--- config.mk ---
export PLATFORM = sky130hd
export DESIGN_NAME = frg_rewrite_guard
export DESIGN_NICKNAME = d
export VERILOG_FILES = /design/src/hw/frg_pkg.sv /design/src/hw/frg_key_if.sv /design/src/hw/frg_rewrite_guard.sv /design/src/hw/frg_unlock_seq.sv
export SDC_FILE = /design/constraint.sdc
export NUM_CORES = 1
export LEC_CHECK = 0
export BUFFER_PORTS_ARGS = -buffer_cell sky130_fd_sc_hd__buf_2
export CAP_MARGIN = 20
export CELL_PAD_IN_SITES_DETAIL_PLACEMENT = 2
export CELL_PAD_IN_SITES_GLOBAL_PLACEMENT = 2
export CORE_ASPECT_RATIO = 1.1
export CORE_UTILIZATION = 41
export DETAILED_ROUTE_END_ITERATION = 7
export PLACE_DENSITY = 0.94
export SLEW_MARGIN = 20
export SYNTH_ARGS = -nofsm -noshare
export SYNTH_HDL_FRONTEND = slang
export SYNTH_SLANG_ARGS = --single-unit
--- constraint.sdc ---
create_clock -name REF_CLK -period 4.4 [get_ports REF_CLK]
set_clock_uncertainty 0.1 [all_clocks]
set_input_delay 1.32 -clock REF_CLK [delete_from_list [all_inputs] [get_ports REF_CLK]]
set_output_delay 1.32 -clock REF_CLK [all_outputs]
set_load 0.01 [all_outputs]
--- src/hw/frg_pkg.sv ---
package frg_pkg;

   // Register byte addresses on the special function register bus.
   localparam logic [15:0] ADDR_TGT_LO   = 16'hF0E0;
   localparam logic [15:0] ADDR_TGT_HI   = 16'hF0E1;
   localparam logic [15:0] ADDR_DATA_LO  = 16'hF0E2;
   localparam logic [15:0] ADDR_DATA_HI  = 16'hF0E3;
   localparam logic [15:0] ADDR_ERASE_GO = 16'hF0E4;
   localparam logic [15:0] ADDR_UNLOCK   = 16'hF0E5;
   localparam logic [15:0] ADDR_SEGMENT  = 16'hF0E6;
   localparam logic [15:0] ADDR_SELF_EN  = 16'hF0E7;
   localparam logic [15:0] ADDR_LOCK     = 16'hF0E8;
   localparam logic [15:0] ADDR_STATUS   = 16'hF0EA;

   // Unlock key values.
   localparam logic [7:0] KEY_FIRST  = 8'hFA;
   localparam logic [7:0] KEY_SECOND = 8'hF5;

   // Reset values.
   localparam logic [7:0] RST_BYTE = 8'h00;
   localparam logic [2:0] RST_SEG  = 3'h0;
   localparam logic [3:0] RST_LOCK = 4'h0;

   // Field positions.
   localparam int BIT_BLOCK_GO   = 0;
   localparam int BIT_SECTOR_GO  = 1;
   localparam int BIT_SELF_ON    = 0;
   localparam int BIT_ERASE_BSY  = 0;
   localparam int BIT_WRITE_BSY  = 1;
   localparam int BIT_REGION_LSB = 1;
   localparam int BIT_REGION_MSB = 2;
   localparam int BIT_RANGE_LSB  = 3;

   // The single segment pattern that names a real target.
   localparam logic [2:0] SEG_VALID = 3'h4;

   // Unlock sequencer states.
   typedef enum logic [1:0] {
      KEY_IDLE,
      KEY_FIRST_SEEN,
      KEY_ARMED
   } frg_key_state_t;

   // Whole state of the unlock sequencer.
   typedef struct packed {
      frg_key_state_t st;
   } frg_seq_state_t;

   // Whole state of the guard.
   typedef struct packed {
      logic [7:0]  tgt_lo;
      logic [7:0]  tgt_hi;
      logic [7:0]  data_lo;
      logic [7:0]  data_hi;
      logic [2:0]  seg;
      logic        self_on;
      logic [3:0]  lock;
      logic        erase_busy;
      logic        word_write_busy;
      logic [7:0]  rdata;
      logic        sector_go;
      logic        block_go;
      logic        word_go;
      logic [18:0] fl_addr;
      logic [15:0] fl_data;
      logic        done_irq;
   } frg_guard_state_t;

endpackage

--- src/hw/frg_key_if.sv ---
`timescale 1ns/1ns
// Carries unlock register writes to the sequencer and its armed state back.
interface frg_key_if;
   logic       wr;       // Write to the unlock register this cycle.
   logic [7:0] data;     // Byte written.
   logic       consume;  // An accepted operation starts this cycle.
   logic       armed;    // One operation may start.

   modport ctrl (output wr, output data, output consume, input armed);
   modport seq  (input wr, input data, input consume, output armed);
endinterface

--- src/hw/frg_rewrite_guard.sv ---
`timescale 1ns/1ns
// Access guard and status for flash self rewrite: unlock, segment, enable,
// region locks, busy flags and the start pulses toward the flash engine.
module frg_rewrite_guard (
   input  wire logic        REF_CLK,
   input  wire logic        RESETN,
   input  wire logic [15:0] SFR_ADDR,
   input  wire logic        SFR_WE,
   input  wire logic        SFR_RE,
   input  wire logic [7:0]  SFR_WDATA,
   output logic      [7:0]  SFR_RDATA,
   output logic             FL_SECTOR_ERASE_GO,
   output logic             FL_BLOCK_ERASE_GO,
   output logic             FL_WORD_WRITE_GO,
   output logic      [18:0] FL_ADDR,
   output logic      [15:0] FL_DATA,
   input  wire logic        FL_OP_DONE,
   output logic             REWRITE_DONE_IRQ
);

   frg_pkg::frg_guard_state_t s_r;    // Registered state.
   frg_pkg::frg_guard_state_t s_nxt;  // Next state.

   frg_key_if key ();                 // Link to the unlock sequencer.

   logic       wr_tgt_lo;             // Write strobes per register.
   logic       wr_tgt_hi;
   logic       wr_data_lo;
   logic       wr_data_hi;
   logic       wr_erase_go;
   logic       wr_segment;
   logic       wr_self_en;
   logic       wr_lock;
   logic       erase_req;             // An erase start is asked for.
   logic       block_sel;             // The erase asked for is a block erase.
   logic       seg_ok;                // Segment field names a real segment.
   logic       in_range;              // Address lies inside the segment.
   logic       region_locked;         // Addressed 512-byte region is locked.
   logic       common_ok;             // Checks shared by every operation.
   logic       erase_ok;              // Erase request is accepted.
   logic       word_ok;               // Word write request is accepted.
   logic [7:0] rd_mux;                // Read data before its register.

   ////////////////////////////////////////////////////////////////////////////
   // Address decode. Each register answers to exactly one byte address.
   always_comb begin
      wr_tgt_lo   = SFR_WE && (SFR_ADDR == frg_pkg::ADDR_TGT_LO);
      wr_tgt_hi   = SFR_WE && (SFR_ADDR == frg_pkg::ADDR_TGT_HI);
      wr_data_lo  = SFR_WE && (SFR_ADDR == frg_pkg::ADDR_DATA_LO);
      wr_data_hi  = SFR_WE && (SFR_ADDR == frg_pkg::ADDR_DATA_HI);
      wr_erase_go = SFR_WE && (SFR_ADDR == frg_pkg::ADDR_ERASE_GO);
      wr_segment  = SFR_WE && (SFR_ADDR == frg_pkg::ADDR_SEGMENT);
      wr_self_en  = SFR_WE && (SFR_ADDR == frg_pkg::ADDR_SELF_EN);
      wr_lock     = SFR_WE && (SFR_ADDR == frg_pkg::ADDR_LOCK);
   end

   // Unlock writes go to the sequencer; the register keeps no readable copy.
   assign key.wr   = SFR_WE && (SFR_ADDR == frg_pkg::ADDR_UNLOCK);
   assign key.data = SFR_WDATA;

   frg_unlock_seq u_seq (
      .REF_CLK (REF_CLK),
      .RESETN  (RESETN),
      .key     (key)
   );

   ////////////////////////////////////////////////////////////////////////////
   // Acceptance checks. They look at the registered settings, so a setting
   // written in the same cycle as a start does not count for that start.
   always_comb begin
      erase_req = wr_erase_go &&
                  (SFR_WDATA[frg_pkg::BIT_BLOCK_GO] || SFR_WDATA[frg_pkg::BIT_SECTOR_GO]);
      // With both bits set, the block erase wins.
      block_sel = SFR_WDATA[frg_pkg::BIT_BLOCK_GO];
      seg_ok    = (s_r.seg == frg_pkg::SEG_VALID);
      // The segment spans 2 KB, so the upper address bits must be zero.
      in_range  = (s_r.tgt_hi[7:frg_pkg::BIT_RANGE_LSB] == '0);
      // Address bits 10:9 pick the 512-byte region.
      region_locked =
         s_r.lock[s_r.tgt_hi[frg_pkg::BIT_REGION_MSB:frg_pkg::BIT_REGION_LSB]];
      common_ok = key.armed && s_r.self_on && seg_ok &&
                  !s_r.erase_busy && !s_r.word_write_busy;
      if (block_sel) begin
         // Any lock bit kills the whole block.
         erase_ok = erase_req && common_ok && in_range && (s_r.lock == '0);
      end else begin
         erase_ok = erase_req && common_ok && in_range && !region_locked;
      end
      word_ok = wr_data_hi && common_ok && in_range && !region_locked;
   end

   // An accepted start spends the arming.
   assign key.consume = erase_ok || word_ok;

   ////////////////////////////////////////////////////////////////////////////
   // Read mux. Write-only locations and unmapped addresses read as zero.
   always_comb begin
      rd_mux = frg_pkg::RST_BYTE;
      case (SFR_ADDR)
         frg_pkg::ADDR_TGT_LO:  rd_mux = s_r.tgt_lo;
         frg_pkg::ADDR_TGT_HI:  rd_mux = s_r.tgt_hi;
         frg_pkg::ADDR_DATA_LO: rd_mux = s_r.data_lo;
         frg_pkg::ADDR_DATA_HI: rd_mux = s_r.data_hi;
         frg_pkg::ADDR_SEGMENT: rd_mux = {5'h00, s_r.seg};
         frg_pkg::ADDR_SELF_EN: rd_mux = {7'h00, s_r.self_on};
         frg_pkg::ADDR_LOCK:    rd_mux = {4'h0, s_r.lock};
         frg_pkg::ADDR_STATUS: begin
            rd_mux[frg_pkg::BIT_ERASE_BSY] = s_r.erase_busy;
            rd_mux[frg_pkg::BIT_WRITE_BSY] = s_r.word_write_busy;
         end
         default: rd_mux = frg_pkg::RST_BYTE;
      endcase
   end

   ////////////////////////////////////////////////////////////////////////////
   // Next state of every register.
   always_comb begin
      s_nxt = s_r;
      // Start pulses and the interrupt last one cycle only.
      s_nxt.sector_go = 1'b0;
      s_nxt.block_go  = 1'b0;
      s_nxt.word_go   = 1'b0;
      s_nxt.done_irq  = 1'b0;

      // Plain setting registers. Address bit 0 is fixed at zero.
      if (wr_tgt_lo) begin
         s_nxt.tgt_lo = {SFR_WDATA[7:1], 1'b0};
      end
      if (wr_tgt_hi) begin
         s_nxt.tgt_hi = SFR_WDATA;
      end
      if (wr_data_lo) begin
         s_nxt.data_lo = SFR_WDATA;
      end
      // The upper byte is stored even when the write it launches is refused.
      if (wr_data_hi) begin
         s_nxt.data_hi = SFR_WDATA;
      end
      if (wr_segment) begin
         s_nxt.seg = SFR_WDATA[2:0];
      end
      if (wr_self_en) begin
         s_nxt.self_on = SFR_WDATA[frg_pkg::BIT_SELF_ON];
      end
      // Locks only accumulate; a zero never clears one.
      if (wr_lock) begin
         s_nxt.lock = s_r.lock | SFR_WDATA[3:0];
      end
      // Writes to the status address fall through untouched.

      // Completion from the engine ends whichever operation ran.
      if (FL_OP_DONE && (s_r.erase_busy || s_r.word_write_busy)) begin
         s_nxt.erase_busy      = 1'b0;
         s_nxt.word_write_busy = 1'b0;
         s_nxt.done_irq        = 1'b1;
      end

      // A refused start changes nothing here, so the busy flags keep their values.
      if (erase_ok) begin
         s_nxt.erase_busy = 1'b1;
         s_nxt.block_go   = block_sel;
         s_nxt.sector_go  = !block_sel;
         s_nxt.fl_addr    = {s_r.seg, s_r.tgt_hi, s_r.tgt_lo};
      end
      if (word_ok) begin
         s_nxt.word_write_busy = 1'b1;
         s_nxt.word_go         = 1'b1;
         s_nxt.fl_addr         = {s_r.seg, s_r.tgt_hi, s_r.tgt_lo};
         s_nxt.fl_data         = {SFR_WDATA, s_r.data_lo};
      end

      // Read data is registered; a read strobe updates it.
      if (SFR_RE) begin
         s_nxt.rdata = rd_mux;
      end
   end

   ////////////////////////////////////////////////////////////////////////////
   // State register. Locks return to zero only here, on reset.
   always_ff @(posedge REF_CLK or negedge RESETN) begin
      if (!RESETN) begin
         s_r.tgt_lo          <= frg_pkg::RST_BYTE;
         s_r.tgt_hi          <= frg_pkg::RST_BYTE;
         s_r.data_lo         <= frg_pkg::RST_BYTE;
         s_r.data_hi         <= frg_pkg::RST_BYTE;
         s_r.seg             <= frg_pkg::RST_SEG;
         s_r.self_on         <= 1'b0;
         s_r.lock            <= frg_pkg::RST_LOCK;
         s_r.erase_busy      <= 1'b0;
         s_r.word_write_busy <= 1'b0;
         s_r.rdata           <= frg_pkg::RST_BYTE;
         s_r.sector_go       <= 1'b0;
         s_r.block_go        <= 1'b0;
         s_r.word_go         <= 1'b0;
         s_r.fl_addr         <= 19'h00000;
         s_r.fl_data         <= 16'h0000;
         s_r.done_irq        <= 1'b0;
      end else begin
         s_r <= s_nxt;
      end
   end

   // Every output is a field of the state register.
   assign SFR_RDATA          = s_r.rdata;
   assign FL_SECTOR_ERASE_GO = s_r.sector_go;
   assign FL_BLOCK_ERASE_GO  = s_r.block_go;
   assign FL_WORD_WRITE_GO   = s_r.word_go;
   assign FL_ADDR            = s_r.fl_addr;
   assign FL_DATA            = s_r.fl_data;
   assign REWRITE_DONE_IRQ   = s_r.done_irq;

endmodule

--- src/hw/frg_unlock_seq.sv ---
`timescale 1ns/1ns
// Two-key unlock sequencer for the self rewrite guard.
module frg_unlock_seq (
   input  wire logic  REF_CLK,
   input  wire logic  RESETN,
   frg_key_if.seq     key
);

   frg_pkg::frg_seq_state_t s_r;    // Registered state.
   frg_pkg::frg_seq_state_t s_nxt;  // Next state.

   ////////////////////////////////////////////////////////////////////////////
   // Next state. Only unlock register writes and an accepted start move the sequence, so
   // any other bus traffic in between leaves a pending first key alone.
   always_comb begin
      s_nxt = s_r;
      case (s_r.st)
         frg_pkg::KEY_IDLE: begin
            if (key.wr && key.data == frg_pkg::KEY_FIRST) begin
               s_nxt.st = frg_pkg::KEY_FIRST_SEEN;
            end
         end
         frg_pkg::KEY_FIRST_SEEN: begin
            // Only writes count here; unrelated cycles hold the state.
            if (key.wr) begin
               if (key.data == frg_pkg::KEY_SECOND) begin
                  s_nxt.st = frg_pkg::KEY_ARMED;
               end else begin
                  // Even a repeated first key is discarded; restart needed.
                  s_nxt.st = frg_pkg::KEY_IDLE;
               end
            end
         end
         frg_pkg::KEY_ARMED: begin
            // One accepted start uses the arming up.
            if (key.consume) begin
               s_nxt.st = frg_pkg::KEY_IDLE;
            end
         end
         default: begin
            s_nxt.st = frg_pkg::KEY_IDLE;
         end
      endcase
   end

   ////////////////////////////////////////////////////////////////////////////
   // State register.
   always_ff @(posedge REF_CLK or negedge RESETN) begin
      if (!RESETN) begin
         s_r.st <= frg_pkg::KEY_IDLE;
      end else begin
         s_r <= s_nxt;
      end
   end

   assign key.armed = (s_r.st == frg_pkg::KEY_ARMED);

endmodule
==> flow_metrics.py, run 1 <==
metrics = {
    "detailed_routing": {
        "wire_per_inst_um": 22.8,
        "antenna_left": 0,
        "drt-initial-drc-count": 140,
        "drc": 0,
        "vias": 2678,
        "drt-total-wl_um": 10800,
        "viasPerCell": 5.63,
        "drtPass1Iterations": 4,
    },
    "clocking": {
        "clkTransAtPathRegs_ns": 0.08,
        "post-cts-setup-buffer-count": 0,
        "tritoncts": "built",
        "ctsResizeCount": 0,
        "cts_sinks": 89,
        "clk_latency_ns": 0.36,
        "cts_buffer_depth": 2,
        "cts_max_level": 3,
        "ctsHoldBuffers": 0,
        "cts_root_buffer": "clkbuf_8",
        "cts_buffers": 9,
    },
    "sta": {
        "rsz0062_at_grt": "no",
        "finalSetupViolCount": 0,
        "worst_slew_pin_slew_ns": 0.815,
        "period_share_pct": 74.3,
        "report.final.slew_viol_count": 0,
        "min_period_ns": 3.27,
        "hold_ws_ns": 0.382,
        "hold_violations": 0,
        "relSlewSlack_pct": 45.7,
        "setup_tns_ns": 0,
        "fmax_mhz": 306,
    },
    "placement": {
        "portBuffers": 74,
        "place.gp.congestion": 0.838,
        "dp_hpwl_um": 7890,
    },
    "pwr": {
        "power.density_nw_per_um2": 309,
        "leakage_nw": 2.40,
        "power.total_mw": 1.40,
        "vdd_drop_max_mv": 0.117,
    },
    "yosys": {
        "yosysTopAreaCell": "dfrtp_1",
        "synth.mux.area_fraction_pct": 20.6,
        "synth-simple-area-share_pct": 11.3,
        "synth_top_area_share_pct": 52.6,
        "ys_ff_latch": 89,
        "yosys_most_used_dff": "dfrtp_1",
        "synth_top_family_by_area": "multiplexers",
        "synthAdderAreaFrac_pct": 0,
        "synth_edf_count": 0,
        "synth_warnings": 0,
        "syn_nets": 349,
        "synth_cell_type_count": 50,
        "synth.area.top_cells": "dfrtp_1, mux2_2, buf_4",
        "async_flop_share_pct": 100,
        "synth_compound_area_share_pct": 5.23,
        "synth_cells": 320,
        "yosys.area_share.xor_xnor_pct": 0,
        "avgSynthCellArea_sq_um": 13.2,
        "synth-seq-area-share_pct": 52.6,
        "syn-cell-area_sq_um": 4230,
    },
    "finish": {
        "fillCellCount": 966,
        "layout_common_cells": "dfrtp_1, buf_2, mux2_2",
        "multi_input_area_sq_um": 1580,
        "register_area_sq_um": 2230,
        "drive_above_1_share_pct": 49.4,
        "area_growth_pct": 7.33,
        "final_common_cell": "dfrtp_1",
        "finalNetCount": 380,
        "diodes": 0,
    },
    "worst_setup_path": {
        "startpoint": "SFR_ADDR[10]",
        "r2r-start": "s_r[77]",
        "rrSetupSlack_ns": 1.77,
        "worstPathArrival_ns": 3.41,
        "critical_path_class": "in -> reg",
        "worstSetupEndpoint": "s_r[85]",
        "path_max_fanout": 9,
        "cp.required_ns": 4.54,
        "reg2reg_depth": 6,
        "crit_path_end_kind": "flop",
        "worstSetupStartpointType": "input port",
        "reg2reg_to": "FL_ADDR[8]",
    },
    "floorplan": {
        "ios": 76,
        "initial_core_util_pct": 42.6,
        "die_area_sq_um": 10700,
        "row_count": 38,
        "core_sq_um": 9940,
        "fp.dieW_um": 98.9,
        "die_h_um": 109,
    },
    "global_routing": {
        "antenna_found_initial": 0,
        "overflow": 0,
        "grt_pass1_wl_um": 16900,
        "grt_max_degree": 90,
        "grt_pass1_vias": 3003,
        "track_usage_pct": 21.5,
    },
    "job": {
        "maxCapViolations": 0,
    },
    "min_path": {
        "min_delay_path_depth": 1,
        "hp-class": "reg -> reg",
    },
    "outcome": {
        "outcome": "complete, no violations",
    },
}
==> per-stage QoR <==
stage | setup WS, ns | cells | area (sq um) | utilization (%)
floorplan | 1.36 | 320 | 4230 | -
global placement | 0.900 | 460 | 4370 | 43.9
detailed placement | 0.779 | 460 | 4370 | 43.9
CTS | 1.14 | 476 | 4540 | 45.7
global route | 1.07 | 476 | 4540 | 45.7
finish | 1.13 | 476 | 4540 | 45.7
==> critical path, cell delays in order <==
cell	delay [ns]
buf_2	0.09
and4bb_2	0.30
and3_1	0.34
and2_1	0.43
nand3_1	0.48
mux2_2	0.44
==> synthesized netlist by cell type (2+ instances only) <==
master,number
dfrtp_1,89
mux2_2,57
buf_4,45
inv_1,9
o21ai_0,9
and2_2,8
mux4_2,7
nand3_1,7
nor2_1,6
nor2b_1,6
a21o_1,5
a21oi_1,5
nand4_1,5
buf_2,4
a32oi_1,3
and2_1,3
and4bb_2,3
clkbuf_1,3
mux2_4,3
nand2_1,3
o22ai_1,3
a22oi_1,2
and3_1,2
and4b_1,2
buf_6,2
nor3b_1,2
nor4_1,2
nor4b_1,2
or3_1,2
==> state kept, by name (all words and copies together) (netlist names) <==
| register | cells |
|---|---|
| FL_ADDR | 18 |
| FL_BLOCK_ERASE_GO | 1 |
| FL_DATA | 16 |
| FL_SECTOR_ERASE_GO | 1 |
| FL_WORD_WRITE_GO | 1 |
| REWRITE_DONE_IRQ | 1 |
| SFR_RDATA | 8 |
| s_r | 41 |
| u_seq.s_r | 2 |
==> logic make-up after synthesis <==
kind of cell,after synthesis
buf+inv,64
flops,89
compound gates,33
other cells,1
mux,68
simple gates,65
==> report_power, final <==
group          leakage [nW]  switching, mW  internal (mW)  total (mW)
logic                  1.07         0.0505         0.0199      0.0703
clock network        0.0868          0.291          0.222       0.513
registers              1.24       0.000845          0.818       0.819
==> layout make-up <==
class	instances	share of cell area (%)
repair buffers	75	8.46
multi-input cells	167	34.7
clock buffers	12	3.20
clock inverters	4	0.579
well taps	120	3.31
flip-flops and latches	89	49.0
inverters	9	0.744
==> how the worst min path moves through the flow <==
stage / to / startpoint / slack, ns
after floorplan: u_seq.s_r[0] / u_seq.s_r[1] / 0.33
after global placement: FL_ADDR[18] / FL_ADDR[18] / 0.36
after detailed placement: FL_ADDR[18] / FL_ADDR[18] / 0.37
after CTS: FL_ADDR[18] / FL_ADDR[18] / 0.39
after global routing: FL_ADDR[18] / FL_ADDR[18] / 0.41
final: FL_ADDR[18] / FL_ADDR[18] / 0.38
==> metal layers <==
layer	track usage (%)	routed length, um
met5	0	0
met4	11.1	320
met3	4.78	426
met2	36.5	5580
met1	25.8	4520
Power figures use the tool's default switching activity.
==> run 2, diff against run 1 <==
--- a/config.mk
+++ b/config.mk
@@ -10,9 +10,9 @@
 export CELL_PAD_IN_SITES_DETAIL_PLACEMENT = 2
 export CELL_PAD_IN_SITES_GLOBAL_PLACEMENT = 2
 export CORE_ASPECT_RATIO = 1.1
-export CORE_UTILIZATION = 41
+export CORE_UTILIZATION = 34
 export DETAILED_ROUTE_END_ITERATION = 7
-export PLACE_DENSITY = 0.94
+export PLACE_DENSITY = 0.84
 export SLEW_MARGIN = 20
 export SYNTH_ARGS = -nofsm -noshare
 export SYNTH_HDL_FRONTEND = slang
==> constraint.sdc (replaced) <==
create_clock -name REF_CLK -period 2.7 [get_ports REF_CLK]
set_clock_uncertainty 0.1 [all_clocks]
set_input_delay 0.81 -clock REF_CLK [delete_from_list [all_inputs] [get_ports REF_CLK]]
set_output_delay 0.81 -clock REF_CLK [all_outputs]
set_load 0.01 [all_outputs]
==> run 2 against run 1 <==
  * Setup slack got worse by 0.79 ns
  * Sequential share of layout area fell by 3.1 points
  * Clock-buffer cell count fell by 2
  * Critical path type is now reg -> reg
==> flow_metrics.py, run 2 (synthesis gave the netlist of run 1 again) <==
metrics = {
    "outcome": {
        "outcome": "complete, no violations",
    },
    "global_routing": {
        "grt_max_degree": 49,
        "overflow": 0,
        "grt_pass1_vias": 3020,
        "track_usage_pct": 18.7,
        "antenna_found_initial": 0,
        "grt_pass1_wl_um": 17800,
    },
    "floorplan": {
        "die_h_um": 119,
        "die_area_sq_um": 12900,
        "ios": 76,
        "fp.dieW_um": 108,
        "row_count": 42,
        "core_sq_um": 12100,
        "initial_core_util_pct": 35.0,
    },
    "detailed_routing": {
        "antenna_left": 0,
        "drc": 0,
        "viasPerCell": 5.10,
        "vias": 2673,
        "drt-initial-drc-count": 122,
        "wire_per_inst_um": 21.2,
        "drtPass1Iterations": 4,
        "drt-total-wl_um": 11100,
    },
    "sta": {
        "rsz0062_at_grt": "no",
        "min_period_ns": 2.36,
        "fmax_mhz": 424,
        "setup_ws_ns": 0.341,
        "hold_ws_ns": 0.391,
        "setup_tns_ns": 0,
        "report.final.slew_viol_count": 0,
        "relSlewSlack_pct": 57.1,
        "worst_slew_pin_slew_ns": 0.644,
        "period_share_pct": 87.4,
        "hold_violations": 0,
        "finalSetupViolCount": 0,
    },
    "worst_setup_path": {
        "worstPathArrival_ns": 2.49,
        "crit_path_cell_trace": "nor4b_1 -> nand4_1 -> nor4_4 -> buf_12 -> mux2_2",
        "path_max_fanout": 20,
        "crit_path_end_kind": "flop",
        "cpPeakStageDelay_ns": 0.46,
        "cp.required_ns": 2.83,
        "worstSetupStartpointType": "flop",
        "slowest_stage": "nor4_4",
        "critical_path_class": "reg -> reg",
    },
    "clocking": {
        "cts_buffer_depth": 2,
        "clk_latency_ns": 0.34,
        "cts_buffers": 9,
        "cts_max_level": 3,
        "cts_root_buffer": "clkbuf_16",
        "tritoncts": "built",
        "ctsHoldBuffers": 0,
        "clkTransAtPathRegs_ns": 0.07,
        "post-cts-setup-buffer-count": 0,
        "cts_sinks": 89,
        "ctsResizeCount": 0,
    },
    "pwr": {
        "power.total_mw": 2.77,
        "power.density_nw_per_um2": 571,
        "leakage_nw": 2.53,
        "vdd_drop_max_mv": 0.244,
    },
    "finish": {
        "area_growth_pct": 14.6,
        "drive_above_1_share_pct": 51.9,
        "largest_reg_flops": 41,
        "diodes": 0,
        "finalNetCount": 394,
        "top_register": "s_r",
        "layout_common_cells": "dfrtp_1, buf_2, mux2_2",
        "multi_input_area_sq_um": 1580,
        "final_common_cell": "dfrtp_1",
        "finalNonFillerCells": 524,
        "fillCellCount": 1245,
        "register_area_sq_um": 2230,
    },
    "placement": {
        "placed_cells": 508,
        "portBuffers": 74,
        "place_ws_ns": 0.00745,
        "place.gp.congestion": 0.821,
        "dp_hpwl_um": 8000,
    },
    "job": {
        "maxCapViolations": 0,
    },
    "min_path": {
        "hp-class": "in -> async",
    },
}
## run 2: cell count changes in the layout (fill, tap and decap cells not counted), sizes merged
cell	change
inv	+1
buf	+14
clkinvlp	+2
clkinv	-2
bufinv	+1
clkbuf	-2
## run 2: per-stage QoR
stage | instance area, sq um | util [%]
final | 4850 | 40.1
after global routing | 4850 | 40.1
after CTS | 4850 | 40.1
after detailed placement | 4540 | 37.6
after global placement | 4540 | 37.6
after floorplan | 4230 | -
## run 2: critical path, delay by kind of cell (launching register included)
kind | cells | cell delay [ns]
mux | 1 | 0.36
simple gates | 3 | 1.15
flops | 1 | 0.42
buf+inv | 1 | 0.22
## run 2: routing by layer
metal  wire length [um]  GRT usage, %
met5                  0             0
met4                147          6.50
met3                372          2.74
met2               5870          32.4
met1               4690          23.6
## run 2: path summary, 6_finish.rpt
path                             startpoint            to  slack (ns)  cells after the start
worst min-delay path                 RESETN  SFR_RDATA[5]        0.39                      1
worst min register to register  FL_ADDR[18]   FL_ADDR[18]        0.39                      1
worst max-delay path                s_r[77]    FL_DATA[2]        0.34                      5
max in group asynchronous            RESETN       s_r[79]        1.51                      2
min in group REF_CLK            FL_ADDR[18]   FL_ADDR[18]        0.39                      1
worst max register to register      s_r[77]    FL_DATA[2]        0.34                      5
## run 2: area by class of cell
cell class,count,share of cell area [%]
tap,154,3.97
multi-input combinational,167,32.5
timing repair buffer,89,10.5
inverter,9,0.696
sequential,89,45.9
clock buffer,10,4.93
clock inverter,6,1.50
## run 2: where the power goes
part	leakage (nW)	internal [mW]	total [mW]	switching [mW]
clock	0.143	0.752	1.31	0.553
combinational	1.14	0.0423	0.128	0.0856
sequential	1.24	1.33	1.34	0.00113
total	2.53	2.13	2.77	0.640
